--- src/hdl/sbs_map.svh ---
// Purpose: Offsets, field positions, reset values and timing counts
// Assumes: Avalon-MM word addressing by byte address, 32-bit data
// Notes: Included by bare name
`ifndef SBS_MAP_SVH
`define SBS_MAP_SVH

`define SBS_ADDR_BAUD 4'h0
`define SBS_ADDR_CTRL 4'h4
`define SBS_ADDR_STAT 4'h8
`define SBS_ADDR_DATA 4'hC

`define SBS_BAUD_RATE_LSB 0
`define SBS_BAUD_PRE_LSB 4

`define SBS_CTRL_TXEN 0
`define SBS_CTRL_TIE 1
`define SBS_CTRL_TX_DONE_IRQ_ENABLE 2
`define SBS_CTRL_RIE 3
`define SBS_CTRL_ILIE 4
`define SBS_CTRL_WAKE 5

`define SBS_ST_PINOWN 8
`define SBS_ST_TX_BUFFER_EMPTY_FLAG 7
`define SBS_ST_TC 6
`define SBS_ST_RX_BUFFER_FULL_FLAG 5
`define SBS_ST_IDLE 4
`define SBS_ST_OVR 3
`define SBS_ST_NF 2
`define SBS_ST_FE 1

`define SBS_PRE_RESET 3'h0

`define SBS_PRE_DIV_1 6'h01
`define SBS_PRE_DIV_3 6'h03
`define SBS_PRE_DIV_4 6'h04
`define SBS_PRE_DIV_13 6'h0D
`define SBS_PRE_DIV_39 6'h27

`define SBS_RT_PER_BIT 4'hF
`define SBS_CHAR_BITS 10
`define SBS_CHAR_TICKS 160

`endif

--- src/hdl/sbs_pkg.sv ---
// Purpose: Types shared by the serial baud and status block
// Assumes: Nothing beyond SystemVerilog packed types
// Notes: Constants live in sbs_map.svh
package sbs_pkg;

	typedef enum logic {
		SBS_TX_IDLE = 1'b0,
		SBS_TX_SHIFT = 1'b1
	} sbs_tx_state_t;

	typedef struct packed {
		logic [5:0] preCnt;
		logic [6:0] rateCnt;
		logic [3:0] bitCnt;
		logic rtTick;
		logic bitTick;
	} sbs_baud_t;

	typedef struct packed {
		logic [2:0] rateSel;
		logic [2:0] preSel;
		logic txEn;
		logic tieEn;
		logic tcieEn;
		logic rieEn;
		logic ilieEn;
		logic wakeup;
		logic tx_buffer_empty_flag;
		logic tc;
		logic rx_buffer_full_flag;
		logic idle;
		logic ovr;
		logic nf;
		logic fe;
		logic [1:0] armTx;
		logic [4:0] armRx;
		logic holdFull;
		logic [7:0] holdData;
		logic [7:0] rxHold;
		sbs_tx_state_t txState;
		logic [9:0] txShift;
		logic [3:0] txCnt;
		logic pinOwn;
		logic busySeen;
		logic [7:0] idleCnt;
		logic rxS1;
		logic rxS2;
		logic ack;
		logic [31:0] rdData;
	} sbs_core_t;

endpackage

--- src/hdl/sbs_baud_gen.sv ---
// Purpose: Prescaler, binary rate divider and divide-by-16 chain
// Assumes: Selects come from registers on the same clock
// Notes: Both ticks are one-cycle enables from flip-flops
`timescale 1ns/1ps
`include "sbs_map.svh"
module sbs_baud_gen
	import sbs_pkg::*;
(
	input wire logic clk,
	input wire logic rst_b,
	input wire logic [2:0] preSel,
	input wire logic [2:0] rateSel,
	output logic rtTick,
	output logic bitTick
);

	sbs_baud_t st_q;
	sbs_baud_t st_d;
	logic [5:0] preDiv;
	logic [6:0] rateMask;
	logic preTick;
	logic rateTick;

	always_comb begin
		case (preSel)
			3'h0: preDiv = `SBS_PRE_DIV_1;
			3'h1: preDiv = `SBS_PRE_DIV_3;
			3'h2: preDiv = `SBS_PRE_DIV_4;
			3'h3: preDiv = `SBS_PRE_DIV_13;
			3'h4: preDiv = `SBS_PRE_DIV_39;
			default: preDiv = `SBS_PRE_DIV_1;
		endcase
	end

	assign preTick = (st_q.preCnt == preDiv - 6'h01);
	assign rateMask = 7'((8'h01 << rateSel) - 8'h01);
	assign rateTick = preTick && ((st_q.rateCnt & rateMask) == rateMask);

	always_comb begin
		st_d = st_q;
		st_d.rtTick = 1'b0;
		st_d.bitTick = 1'b0;
		st_d.preCnt = preTick ? 6'h00 : st_q.preCnt + 6'h01;
		if (preTick) begin
			st_d.rateCnt = st_q.rateCnt + 7'h01;
		end
		if (rateTick) begin
			st_d.rtTick = 1'b1;
			st_d.bitCnt = st_q.bitCnt + 4'h1;
			st_d.bitTick = (st_q.bitCnt == `SBS_RT_PER_BIT);
		end
		if (!rst_b) begin
			st_d = '0;
		end
	end

	always_ff @(posedge clk) begin
		st_q <= st_d;
	end

	assign rtTick = st_q.rtTick;
	assign bitTick = st_q.bitTick;

endmodule

--- src/hdl/sbs_serial_core.sv ---
// Purpose: Serial port baud control, transmitter and status flags
// Assumes: Receive shifter outside hands over whole characters
// Notes: Avalon-MM slave, one wait state on every access
// Overview of operation
// - prescale code picks divide 1,3,4,13,39
// - rate code divides further by powers two
// - divider chain output is 16x sample clock
// - bit clock is sample clock divided 16
// - rate bits survive reset, writable any time
// - hardware sets flags, software sequence clears
// - enabling transmitter sets empty and done
// - empty flag with enable requests interrupt
// - done flag with enable requests interrupt
// - disabling transmitter finishes current character
// - idle disable returns pin on bit clock
// - mid-character disable drops queue, sets flags
// - overrun keeps held character, sets overrun
// - received character moved sets buffer full
// - noise and stop error never interrupt
// - idle flag after busy then character-time high
// - five receive flags, three may interrupt
// - status read then data write clears tx
// - status read then data read clears rx
// - reset sets prescaler to divide by one
// - wakeup mode inhibits idle flag
//
// Our own choices: the Avalon-MM register port and the placing of the registers.
`timescale 1ns/1ps
`include "sbs_map.svh"
module sbs_serial_core
	import sbs_pkg::*;
#(
	parameter int IDLE_TICKS = `SBS_CHAR_TICKS
)
(
	input wire logic clk,
	input wire logic rst_b,
	input wire logic [3:0] avs_address,
	input wire logic avs_read,
	input wire logic avs_write,
	input wire logic [31:0] avs_writedata,
	input wire logic [3:0] avs_byteenable,
	output logic [31:0] avs_readdata,
	output logic avs_waitrequest,
	input wire logic rxdPin,
	input wire logic rxCharValid,
	input wire logic [7:0] rxChar,
	input wire logic rxNoise,
	input wire logic rxStopErr,
	output logic rxSampleTick,
	output logic txdPin,
	output logic txdOe,
	output logic irq
);

	generate
		if (IDLE_TICKS < 2 || IDLE_TICKS > 255) begin : gBadIdle
			$error("IDLE_TICKS must lie in 2..255");
		end
	endgenerate

	localparam logic [7:0] IDLE_LAST = 8'(IDLE_TICKS - 1);

	sbs_core_t st_q;
	sbs_core_t st_d;
	logic rtTick;
	logic bitTick;
	logic req;
	logic accept;
	logic wrLow;
	logic [31:0] rd;
	logic [1:0] clrTx;
	logic [4:0] clrRx;

	sbs_baud_gen i_sbs_baud_gen (
		.clk(clk),
		.rst_b(rst_b),
		.preSel(st_q.preSel),
		.rateSel(st_q.rateSel),
		.rtTick(rtTick),
		.bitTick(bitTick)
	);

	assign req = avs_read | avs_write;
	assign accept = req & st_q.ack;
	assign wrLow = accept & avs_write & avs_byteenable[0];

	// Read data snapshot taken in the wait cycle
	always_comb begin
		rd = '0;
		case (avs_address)
			`SBS_ADDR_BAUD: begin
				rd[`SBS_BAUD_RATE_LSB +: 3] = st_q.rateSel;
				rd[`SBS_BAUD_PRE_LSB +: 3] = st_q.preSel;
			end
			`SBS_ADDR_CTRL: begin
				rd[`SBS_CTRL_TXEN] = st_q.txEn;
				rd[`SBS_CTRL_TIE] = st_q.tieEn;
				rd[`SBS_CTRL_TX_DONE_IRQ_ENABLE] = st_q.tcieEn;
				rd[`SBS_CTRL_RIE] = st_q.rieEn;
				rd[`SBS_CTRL_ILIE] = st_q.ilieEn;
				rd[`SBS_CTRL_WAKE] = st_q.wakeup;
			end
			`SBS_ADDR_STAT: begin
				rd[`SBS_ST_PINOWN] = st_q.pinOwn;
				rd[`SBS_ST_TX_BUFFER_EMPTY_FLAG] = st_q.tx_buffer_empty_flag;
				rd[`SBS_ST_TC] = st_q.tc;
				rd[`SBS_ST_RX_BUFFER_FULL_FLAG] = st_q.rx_buffer_full_flag;
				rd[`SBS_ST_IDLE] = st_q.idle;
				rd[`SBS_ST_OVR] = st_q.ovr;
				rd[`SBS_ST_NF] = st_q.nf;
				rd[`SBS_ST_FE] = st_q.fe;
			end
			`SBS_ADDR_DATA: begin
				rd[7:0] = st_q.rxHold;
			end
			default: begin
				rd = '0;
			end
		endcase
	end

	// Flags armed by a status read, consumed by the data access
	assign clrTx = (wrLow && avs_address == `SBS_ADDR_DATA) ?
		st_q.armTx : 2'h0;
	assign clrRx = (accept && avs_read && avs_address == `SBS_ADDR_DATA) ?
		st_q.armRx : 5'h00;

	always_comb begin
		st_d = st_q;
		st_d.rxS1 = rxdPin;
		st_d.rxS2 = st_q.rxS1;
		st_d.ack = req & ~st_q.ack;
		if (req && !st_q.ack) begin
			st_d.rdData = rd;
		end

		// Clears first so any set below wins
		if (clrTx[1]) st_d.tx_buffer_empty_flag = 1'b0;
		if (clrTx[0]) st_d.tc = 1'b0;
		if (clrRx[4]) st_d.rx_buffer_full_flag = 1'b0;
		if (clrRx[3]) st_d.idle = 1'b0;
		if (clrRx[2]) st_d.ovr = 1'b0;
		if (clrRx[1]) st_d.nf = 1'b0;
		if (clrRx[0]) st_d.fe = 1'b0;
		if (clrTx != 2'h0) st_d.armTx = 2'h0;
		if (clrRx != 5'h00) st_d.armRx = 5'h00;

		if (accept && avs_read && avs_address == `SBS_ADDR_STAT) begin
			st_d.armTx = {st_q.rdData[`SBS_ST_TX_BUFFER_EMPTY_FLAG],
				st_q.rdData[`SBS_ST_TC]};
			st_d.armRx = {st_q.rdData[`SBS_ST_RX_BUFFER_FULL_FLAG],
				st_q.rdData[`SBS_ST_IDLE], st_q.rdData[`SBS_ST_OVR],
				st_q.rdData[`SBS_ST_NF], st_q.rdData[`SBS_ST_FE]};
		end

		if (wrLow) begin
			case (avs_address)
				`SBS_ADDR_BAUD: begin
					st_d.rateSel = avs_writedata[`SBS_BAUD_RATE_LSB +: 3];
					st_d.preSel = avs_writedata[`SBS_BAUD_PRE_LSB +: 3];
				end
				`SBS_ADDR_CTRL: begin
					st_d.txEn = avs_writedata[`SBS_CTRL_TXEN];
					st_d.tieEn = avs_writedata[`SBS_CTRL_TIE];
					st_d.tcieEn = avs_writedata[`SBS_CTRL_TX_DONE_IRQ_ENABLE];
					st_d.rieEn = avs_writedata[`SBS_CTRL_RIE];
					st_d.ilieEn = avs_writedata[`SBS_CTRL_ILIE];
					st_d.wakeup = avs_writedata[`SBS_CTRL_WAKE];
					if (avs_writedata[`SBS_CTRL_TXEN] && !st_q.txEn) begin
						st_d.tx_buffer_empty_flag = 1'b1;
						st_d.tc = 1'b1;
					end
				end
				`SBS_ADDR_DATA: begin
					if (st_q.txEn) begin
						st_d.holdFull = 1'b1;
						st_d.holdData = avs_writedata[7:0];
					end
				end
				default: begin
					st_d.holdFull = st_d.holdFull;
				end
			endcase
		end

		// Transmit sequencing on the bit-rate clock
		if (bitTick) begin
			st_d.pinOwn = st_q.txEn | (st_q.txState == SBS_TX_SHIFT);
			case (st_q.txState)
				SBS_TX_IDLE: begin
					if (st_q.holdFull && st_q.txEn) begin
						st_d.txShift = {1'b1, st_q.holdData, 1'b0};
						st_d.txCnt = 4'h0;
						st_d.holdFull = 1'b0;
						st_d.tx_buffer_empty_flag = 1'b1;
						st_d.txState = SBS_TX_SHIFT;
						st_d.pinOwn = 1'b1;
					end
				end
				SBS_TX_SHIFT: begin
					st_d.txShift = {1'b1, st_q.txShift[9:1]};
					st_d.txCnt = st_q.txCnt + 4'h1;
					if (st_q.txCnt == 4'(`SBS_CHAR_BITS - 1)) begin
						st_d.txState = SBS_TX_IDLE;
						if (!st_q.txEn) begin
							st_d.holdFull = 1'b0;
							st_d.tx_buffer_empty_flag = 1'b1;
							st_d.tc = 1'b1;
						end else if (!st_d.holdFull) begin
							st_d.tc = 1'b1;
						end
					end
				end
				default: begin
					st_d.txState = SBS_TX_IDLE;
				end
			endcase
		end

		// Character handed over by the receive shifter
		if (rxCharValid) begin
			if (st_d.rx_buffer_full_flag) begin
				st_d.ovr = 1'b1;
			end else begin
				st_d.rxHold = rxChar;
				st_d.rx_buffer_full_flag = 1'b1;
				st_d.nf = rxNoise;
				st_d.fe = rxStopErr;
			end
		end

		// Idle line: one character time of ones after activity
		if (rtTick) begin
			if (!st_q.rxS2) begin
				st_d.idleCnt = 8'h00;
				st_d.busySeen = 1'b1;
			end else if (st_q.idleCnt < IDLE_LAST) begin
				st_d.idleCnt = st_q.idleCnt + 8'h01;
			end else if (st_q.busySeen) begin
				st_d.busySeen = 1'b0;
				if (!st_q.wakeup) begin
					st_d.idle = 1'b1;
				end
			end
		end

		if (!rst_b) begin
			st_d = '0;
			st_d.rateSel = st_q.rateSel;
			st_d.preSel = `SBS_PRE_RESET;
			st_d.txShift = '1;
			st_d.rxS1 = 1'b1;
			st_d.rxS2 = 1'b1;
		end
	end

	always_ff @(posedge clk) begin
		st_q <= st_d;
	end

	assign avs_waitrequest = req & ~st_q.ack;
	assign avs_readdata = st_q.rdData;
	assign rxSampleTick = rtTick;
	assign txdPin = st_q.txShift[0];
	assign txdOe = st_q.pinOwn;

	// Per-source requests, merged onto one line
	logic txEmptyReq;
	logic txDoneReq;
	logic rxDataReq;
	logic rxIdleReq;

	assign txEmptyReq = st_q.tx_buffer_empty_flag & st_q.tieEn;
	assign txDoneReq = st_q.tc & st_q.tcieEn;
	// Noise and stop error stay out of the request
	assign rxDataReq = (st_q.rx_buffer_full_flag | st_q.ovr) & st_q.rieEn;
	assign rxIdleReq = st_q.idle & st_q.ilieEn;
	assign irq = txEmptyReq | txDoneReq | rxDataReq | rxIdleReq;

endmodule

--- config.mk ---
export PLATFORM = sky130hd
export DESIGN_NAME = sbs_serial_core
export DESIGN_NICKNAME = d
export VERILOG_FILES = /design/src/hdl/sbs_pkg.sv /design/src/hdl/sbs_baud_gen.sv /design/src/hdl/sbs_serial_core.sv
export VERILOG_INCLUDE_DIRS = /design/src /design/src/hdl
export SDC_FILE = /design/constraint.sdc
export NUM_CORES = 1
export LEC_CHECK = 0
export BUFFER_PORTS_ARGS = -buffer_cell sky130_fd_sc_hd__buf_2
export CAP_MARGIN = 20
export CORE_UTILIZATION = 55
export DETAILED_ROUTE_END_ITERATION = 12
export PLACE_DENSITY_LB_ADDON = 0.12
export SYNTH_ARGS = -nofsm -noshare
export SYNTH_HDL_FRONTEND = slang
export SYNTH_SLANG_ARGS = --single-unit
--- constraint.sdc ---
create_clock -name clk -period 5.19 [get_ports clk]
set_clock_uncertainty 0.1 [all_clocks]
set_input_delay 0.7785 -clock clk [delete_from_list [all_inputs] [get_ports clk]]
set_output_delay 0.7785 -clock clk [all_outputs]
set_load 0.005 [all_outputs]
# Word-level counts from Yosys, hierarchy flattened
# Index checks and enable logic that the tools add are counted.
word_totals:
  register_bits: 99
  input_bits: 56
  output_inout_bits: 37
  elab_cells: 159
classes:
  add_sub_neg: 7
  n_lt_le_gt_ge: 1
  n_eq_ne: 14
  shifts: 1
  mux: 57
  n_bitwise: 19
  n_reduce_logical: 25
ops:
  columns: ["op", "n"]
  rows:
  - ["case mux 15 bit (2 select lines)", 1]
  - ["two-way mux 1 bit", 28]
  - ["two-way mux 9 bit", 3]
  - ["case mux 6 bit (4 select lines)", 1]
  - ["two-way mux 2 bit", 9]
  - ["equality test 4 bit (second input constant)", 4]
  - ["two-way mux 16 bit", 1]
  - ["two-way mux 8 bit", 2]
  - ["case mux 2 bit (4 select lines)", 2]
  - ["AND reduction 2 bit", 7]
  - ["two-way mux 5 bit", 2]
  - ["case mux 1 bit (3 select lines)", 3]
  - ["adder 4 x 1 -> 4 bit (second input constant)", 2]
  - ["adder 8 x 1 -> 8 bit (second input constant)", 1]
  - ["bitwise AND 1 bit", 8]
  - ["logical AND 1 bit", 8]
  - ["less-than comparator 8 bit (second input constant)", 1]
  - ["adder 7 x 1 -> 7 bit (second input constant)", 1]
  - ["bitwise AND 7 bit", 1]
  - ["equality test 7 bit", 1]
  - ["two-way mux 7 bit", 1]
  - ["<< shifter 1 x 3 -> 7 bit (first input constant)", 1]
  - ["subtractor 7 x 1 -> 7 bit (second input constant)", 1]
  - ["adder 6 x 1 -> 6 bit (second input constant)", 1]
  - ["other kinds (18)", 34]

# Longest topological paths before layout
depth:
  word_depth: 15
  depth_mapped: 9
  depth_no_buf: 8

# By module
# A second synthesis with hierarchy kept.
hier_totals:
  cells_unflattened: 555
  area_unflattened_um2: 4787.1
by_module_without_submodules:
  columns: ["module", "n_inst", "cells_per_inst", "area_each_um2", "seq_area_each_um2"]
  rows:
  - ["sbs_serial_core", 1, 434, 3731.1, 1631.6]
  - ["sbs_baud_gen", 1, 121, 1056.0, 380.4]

# Worst setup path before layout
# Ideal clock, no wire load.
synth_path:
  path_type: "input to register"
  from: "input avs_address[1]"
  to: "register st_q[100] (netlist name), enable pin"
  setup_ns: 0.304
  t_arrival_ns: 2.002
  required_ns: 4.786
  setup_slack_ns: 2.784
  path_stages: 4
  path_buffers: 1
  cell_sequence: "or2_2 -> clkbuf_1 -> nor4_1 -> and2_1"
synth_via:
  elab_chain_len: 2
synth_rtl:
  columns: ["element", "line_no", "rtl"]
  rows:
  - ["start: declaration", "sbs_serial_core.sv:38", "input wire logic [3:0] avs_address,"]
  - ["zero test 4 bit", "sbs_serial_core.sv:158", "case (avs_address)"]
  - ["AND reduction 3 bit (no source line)", null, null]
  - ["end signal: assignment", "sbs_serial_core.sv:259", "st_q <= st_d;"]
  - ["end: declaration", "sbs_serial_core.sv:64", "sbs_core_t st_q;"]
# No other way between the ends.
# A chain may end at the register's enable or synchronous reset.

# Final worst setup path
layout_path:
  from: "register st_q[100] (netlist name)"
  to: "register i_sbs_baud_gen.st_q[3] (netlist name)"
layout_via:
  elab_chain_len: 5
layout_rtl:
  columns: ["element", "line_no", "rtl"]
  rows:
  - ["<< shifter 1 x 3 -> 7 bit (*)", "sbs_baud_gen.sv:36", "assign rateMask = 7'((8'h01 << rateSel) - 8'h01);"]
  - ["subtractor 7 x 1 -> 7 bit (*)", "sbs_baud_gen.sv:36", null]
  - ["bitwise AND 7 bit", "sbs_baud_gen.sv:37", "assign rateTick = preTick && ((st_q.rateCnt & rateMask) == rateMask);"]
  - ["equality test 7 bit (*)", "sbs_baud_gen.sv:37", null]
  - ["logical AND 1 bit (*)", "sbs_baud_gen.sv:37", null]
  - ["end signal: assignment", "sbs_baud_gen.sv:58", "st_q <= st_d;"]
  - ["end: declaration", "sbs_baud_gen.sv:17", "sbs_baud_t st_q;"]
# Mark *: on every way between the ends. The rest lies on a longest branch, timed or not.

==> metrics.md <==
| Metric | Value |
|---|---|
| Outcome | `finished, final reports clean` |
| Number of primary I/O pins | `93` |
| Remaining antenna violation count after routing | `0` |
| Top FF cell, synth | `dfxtp_1` |
| Die width | `95.1 um` |
| Critical register-to-register path startpoint | `st_q[100]` |
| Leading cell types by total area after synthesis | `dfxtp_1 40%, mux2i_1 5.7%, buf_4 5.0%, nor2_1 5.0%, nand2_1 4.0%` |
| Setup Buffers After CTS | `0` |
| Post-Syn Area | `0.00477 mm^2` |
| Die Span Y | `95.1 um` |
| First-iteration detailed-routing DRC count | `154` |
| Clock buffer depth | `2` |
| Clock-pin transition on the worst setup and hold timing paths | `0.10 ns` |
| Number of gates resized after cts | `0` |
| Register-to-register path setup slack | `2.55 ns` |
| GR Util All Layers | `22.8%` |
| IR drop worst, VDD | `0.000145 V` |
| Origin of the worst min-delay path | `st_q[34]` |
| Kind of end point of the critical path | `flop` |
| Leakage power figure | `2.02 nW` |
| Buffers on Ports | `42` |
| Detail-routed via count per cell | `5.54` |
| Final hold violation count | `0` |
| Post-detailed-route DRC marker count | `0` |
| Mean instance size in the synthesized netlist | `8.85 um^2` |
| Wire length of the first global-routing pass | `15.9 mm` |
| Post-Syn Instances | `539` |
| Post-detailed-placement half-perimeter wirelength | `6.75 mm` |
| EDFF count, synth | `3` |
| Aggregate negative setup slack | `0 ns` |
| Number of storage elements in the synthesis netlist | `99` |
| Final core utilization | `61.1%` |
| Number of search-and-repair iterations in the first detailed-routing pass | `4` |
| Final Max Slew Viols | `0` |
| Share of synthesized registers carrying an async set or reset | `0%` |
| Data arrival time at the worst-slack endpoint | `2.84 ns` |
| Worst-Margin Slew | `0.901 ns` |
| Net count, final | `622` |
| Share of final-layout standard cells stronger than drive strength 1 | `14.4%` |
| Setup repair after global routing missed its margin | `no` |
| Post-route clock period utilization | `50.9%` |
| Clock tree from TritonCTS | `yes` |
| R2r endpoint | `i_sbs_baud_gen.st_q[3]` |
| Clk Latency, worst-skew pair | `0.37 ns` |
| Worst hold path endpoint | `st_q[33]` |
| Wire length per cell | `14.1 um` |
| Area Overhead vs Synth | `6.29%` |
| Cell type with the highest aggregate area in the netlist | `dfxtp_1` |
| ANT cells | `0` |
| Post-CTS Hold Fix Bufs | `0` |
| Wire length after detailed routing | `9.41 mm` |
| Final critical delay including setup and external delays | `2.64 ns` |
| TritonCTS Buffers | `9` |
| Vias | `3699` |
| Setup Viol. Count Final | `0` |
| Largest net degree at the start of global routing | `52` |
| Remaining max-slew budget at the tightest pin | `39.4%` |
| Maximum clock frequency | `379 MHz` |
| Final RePlAce weighted congestion | `0.768` |
| Area of the core region | `0.00830 mm^2` |
| Top cell type's share of synthesized area | `40.3%` |
| Worst reg-to-reg path cell count | `7` |
| Number of core rows | `33` |
| Clock root buffer | `clkbuf_8` |
| PD cells | `272 mW/mm^2` |
| Req. time, crit path | `5.39 ns` |
| Critical path class | `reg -> reg` |
| Startpoint kind of the worst setup timing path | `flop` |
| Initial Util | `57.5%` |
| Cell variety after synth | `64` |
| Number of global-route vias before repair | `3337` |
| Maximum fanout count along the critical path | `8` |
| Initial antenna violation count | `0` |
| H-tree Lvls | `3` |
| Cell depth of the worst min-delay path | `1` |
| Worst min-delay path class | `reg -> reg` |
| Yosys synthesis warning count | `0` |
| Total global routing overflow | `0` |
| MaxCap Viol Count | `0` |
| Die Area | `0.00905 mm^2` |
| Clock Sink Count | `99` |
| Share of synthesized area occupied by flip-flops and latches | `42.2%` |
[Yosys cell counts (4+ instances only)]
| master | count |
|---|---|
| a21boi_0 | 5 |
| a21oi_1 | 30 |
| a22oi_1 | 16 |
| and2_1 | 4 |
| and3_1 | 7 |
| buf_4 | 32 |
| clkbuf_1 | 21 |
| dfxtp_1 | 96 |
| ha_1 | 8 |
| inv_1 | 14 |
| mux2i_1 | 27 |
| nand2_1 | 51 |
| nand2b_1 | 9 |
| nand3_1 | 26 |
| nand4_1 | 5 |
| nor2_1 | 64 |
| nor2b_1 | 5 |
| nor3_1 | 9 |
| nor3b_1 | 4 |
| o211ai_1 | 10 |
| o21ai_0 | 12 |
| xnor2_1 | 9 |
| xor2_1 | 7 |
[report_power, final]
group          total [mW]  leakage (nW)  internal (mW)  switching, mW
sequential          0.784         0.804          0.774         0.0103
combinational      0.0826          1.11         0.0322         0.0504
clock               0.512         0.105          0.231          0.280
[cell type report]
cell class,instances,area (um^2)
Timing Repair Buffer,45,233
Clock buffer,9,124
Multi-Input combinational cell,389,2440
Tap cell,105,131
Sequential cell,99,2010
Fill cell,770,3230
Clock inverter,7,82.6
Inverter,14,52.6
[worst max-delay path: stages, from the launching register on]
cell and delay (ns):
edfxtp_1 0.53, or3_1 0.42, ha_1 0.30, xnor2_1 0.16, a311oi_1 0.40, o21ai_1 0.15, nor4_4 0.30, mux2i_1 0.21
[worst max path at each step]
stage / startpoint / slack, ns / end / depth (start not counted)
after floorplan: avs_address[1] / 2.78 / st_q[100] / 4
after global placement: avs_address[1] / 2.53 / st_q[100] / 4
after detailed placement: avs_address[3] / 2.54 / st_q[83] / 6
after CTS: st_q[100] / 2.53 / i_sbs_baud_gen.st_q[3] / 7
after global routing: st_q[100] / 2.34 / i_sbs_baud_gen.st_q[3] / 7
final: st_q[100] / 2.55 / i_sbs_baud_gen.st_q[3] / 7
[layer usage]
metal  part of all wire (%)  up-vias  global-route usage (%)  wire, um
li1                       -     1883                       -         -
met1                     47     1720                    29.9      4390
met2                     48       82                    36.4      4510
met3                    3.8       14                    6.54       361
met4                    1.6        0                    6.82       155
met5                      0        -                       0         0
[through the flow]
| stage | setup slack [ns] | cell area, um^2 | hold WS, ns | cells | power [mW] |
|---|---|---|---|---|---|
| 2_1_floorplan | 2.78 | 4850 | 0.286 | 561 | 0.870 |
| 3_3_place_gp | 2.53 | 4860 | 0.305 | 652 | 0.882 |
| 3_5_place_dp | 2.54 | 4860 | 0.305 | 652 | 0.884 |
| 4_1_cts | 2.53 | 5070 | 0.329 | 668 | 1.39 |
| 5_1_grt | 2.34 | 5070 | 0.356 | 668 | 1.45 |
| 6_report | 2.55 | 5070 | 0.322 | 668 | 1.38 |
[layout by cell type (no fill, tap or decap), types with 4 or more instances in the layout]
master	Yosys	routed
o21ai_0	12	12
nor2b_1	5	5
conb_1	1	23
inv_1	14	14
and2_1	4	4
mux2i_1	27	27
nor3_1	9	9
nand2b_1	9	9
clkbuf_8	0	9
nand3_1	26	26
dfxtp_1	96	96
ha_1	8	8
xor2_1	7	7
nand4_1	5	5
nor3b_1	4	4
nor2_1	64	64
nand2_1	51	51
a21oi_1	30	30
a21boi_0	5	5
and3_1	7	7
buf_2	3	42
o211ai_1	10	10
a22oi_1	16	16
xnor2_1	9	9
[kinds of logic after synthesis]
kind of cell,after synthesis,synth area share (%)
AND/OR/NAND/NOR,211,22.2
flip-flops,99,42.2
AO/OA/AOI/OAI,98,14.0
buffers and inverters,73,8.50
multiplexers,33,8.10
XOR/XNOR,16,2.94
adder cells (fa/ha/maj),8,2.10
other,1,0.0786
[state kept, by name, indices dropped and copies added (netlist names)]
register and flops:
i_sbs_baud_gen.bitTick 1, txdPin 1, txdOe 1, st_q 69
i_sbs_baud_gen.st_q 17, i_sbs_baud_gen.rtTick 1, avs_readdata 9
Note: power is estimated with default switching activity, not from simulation.
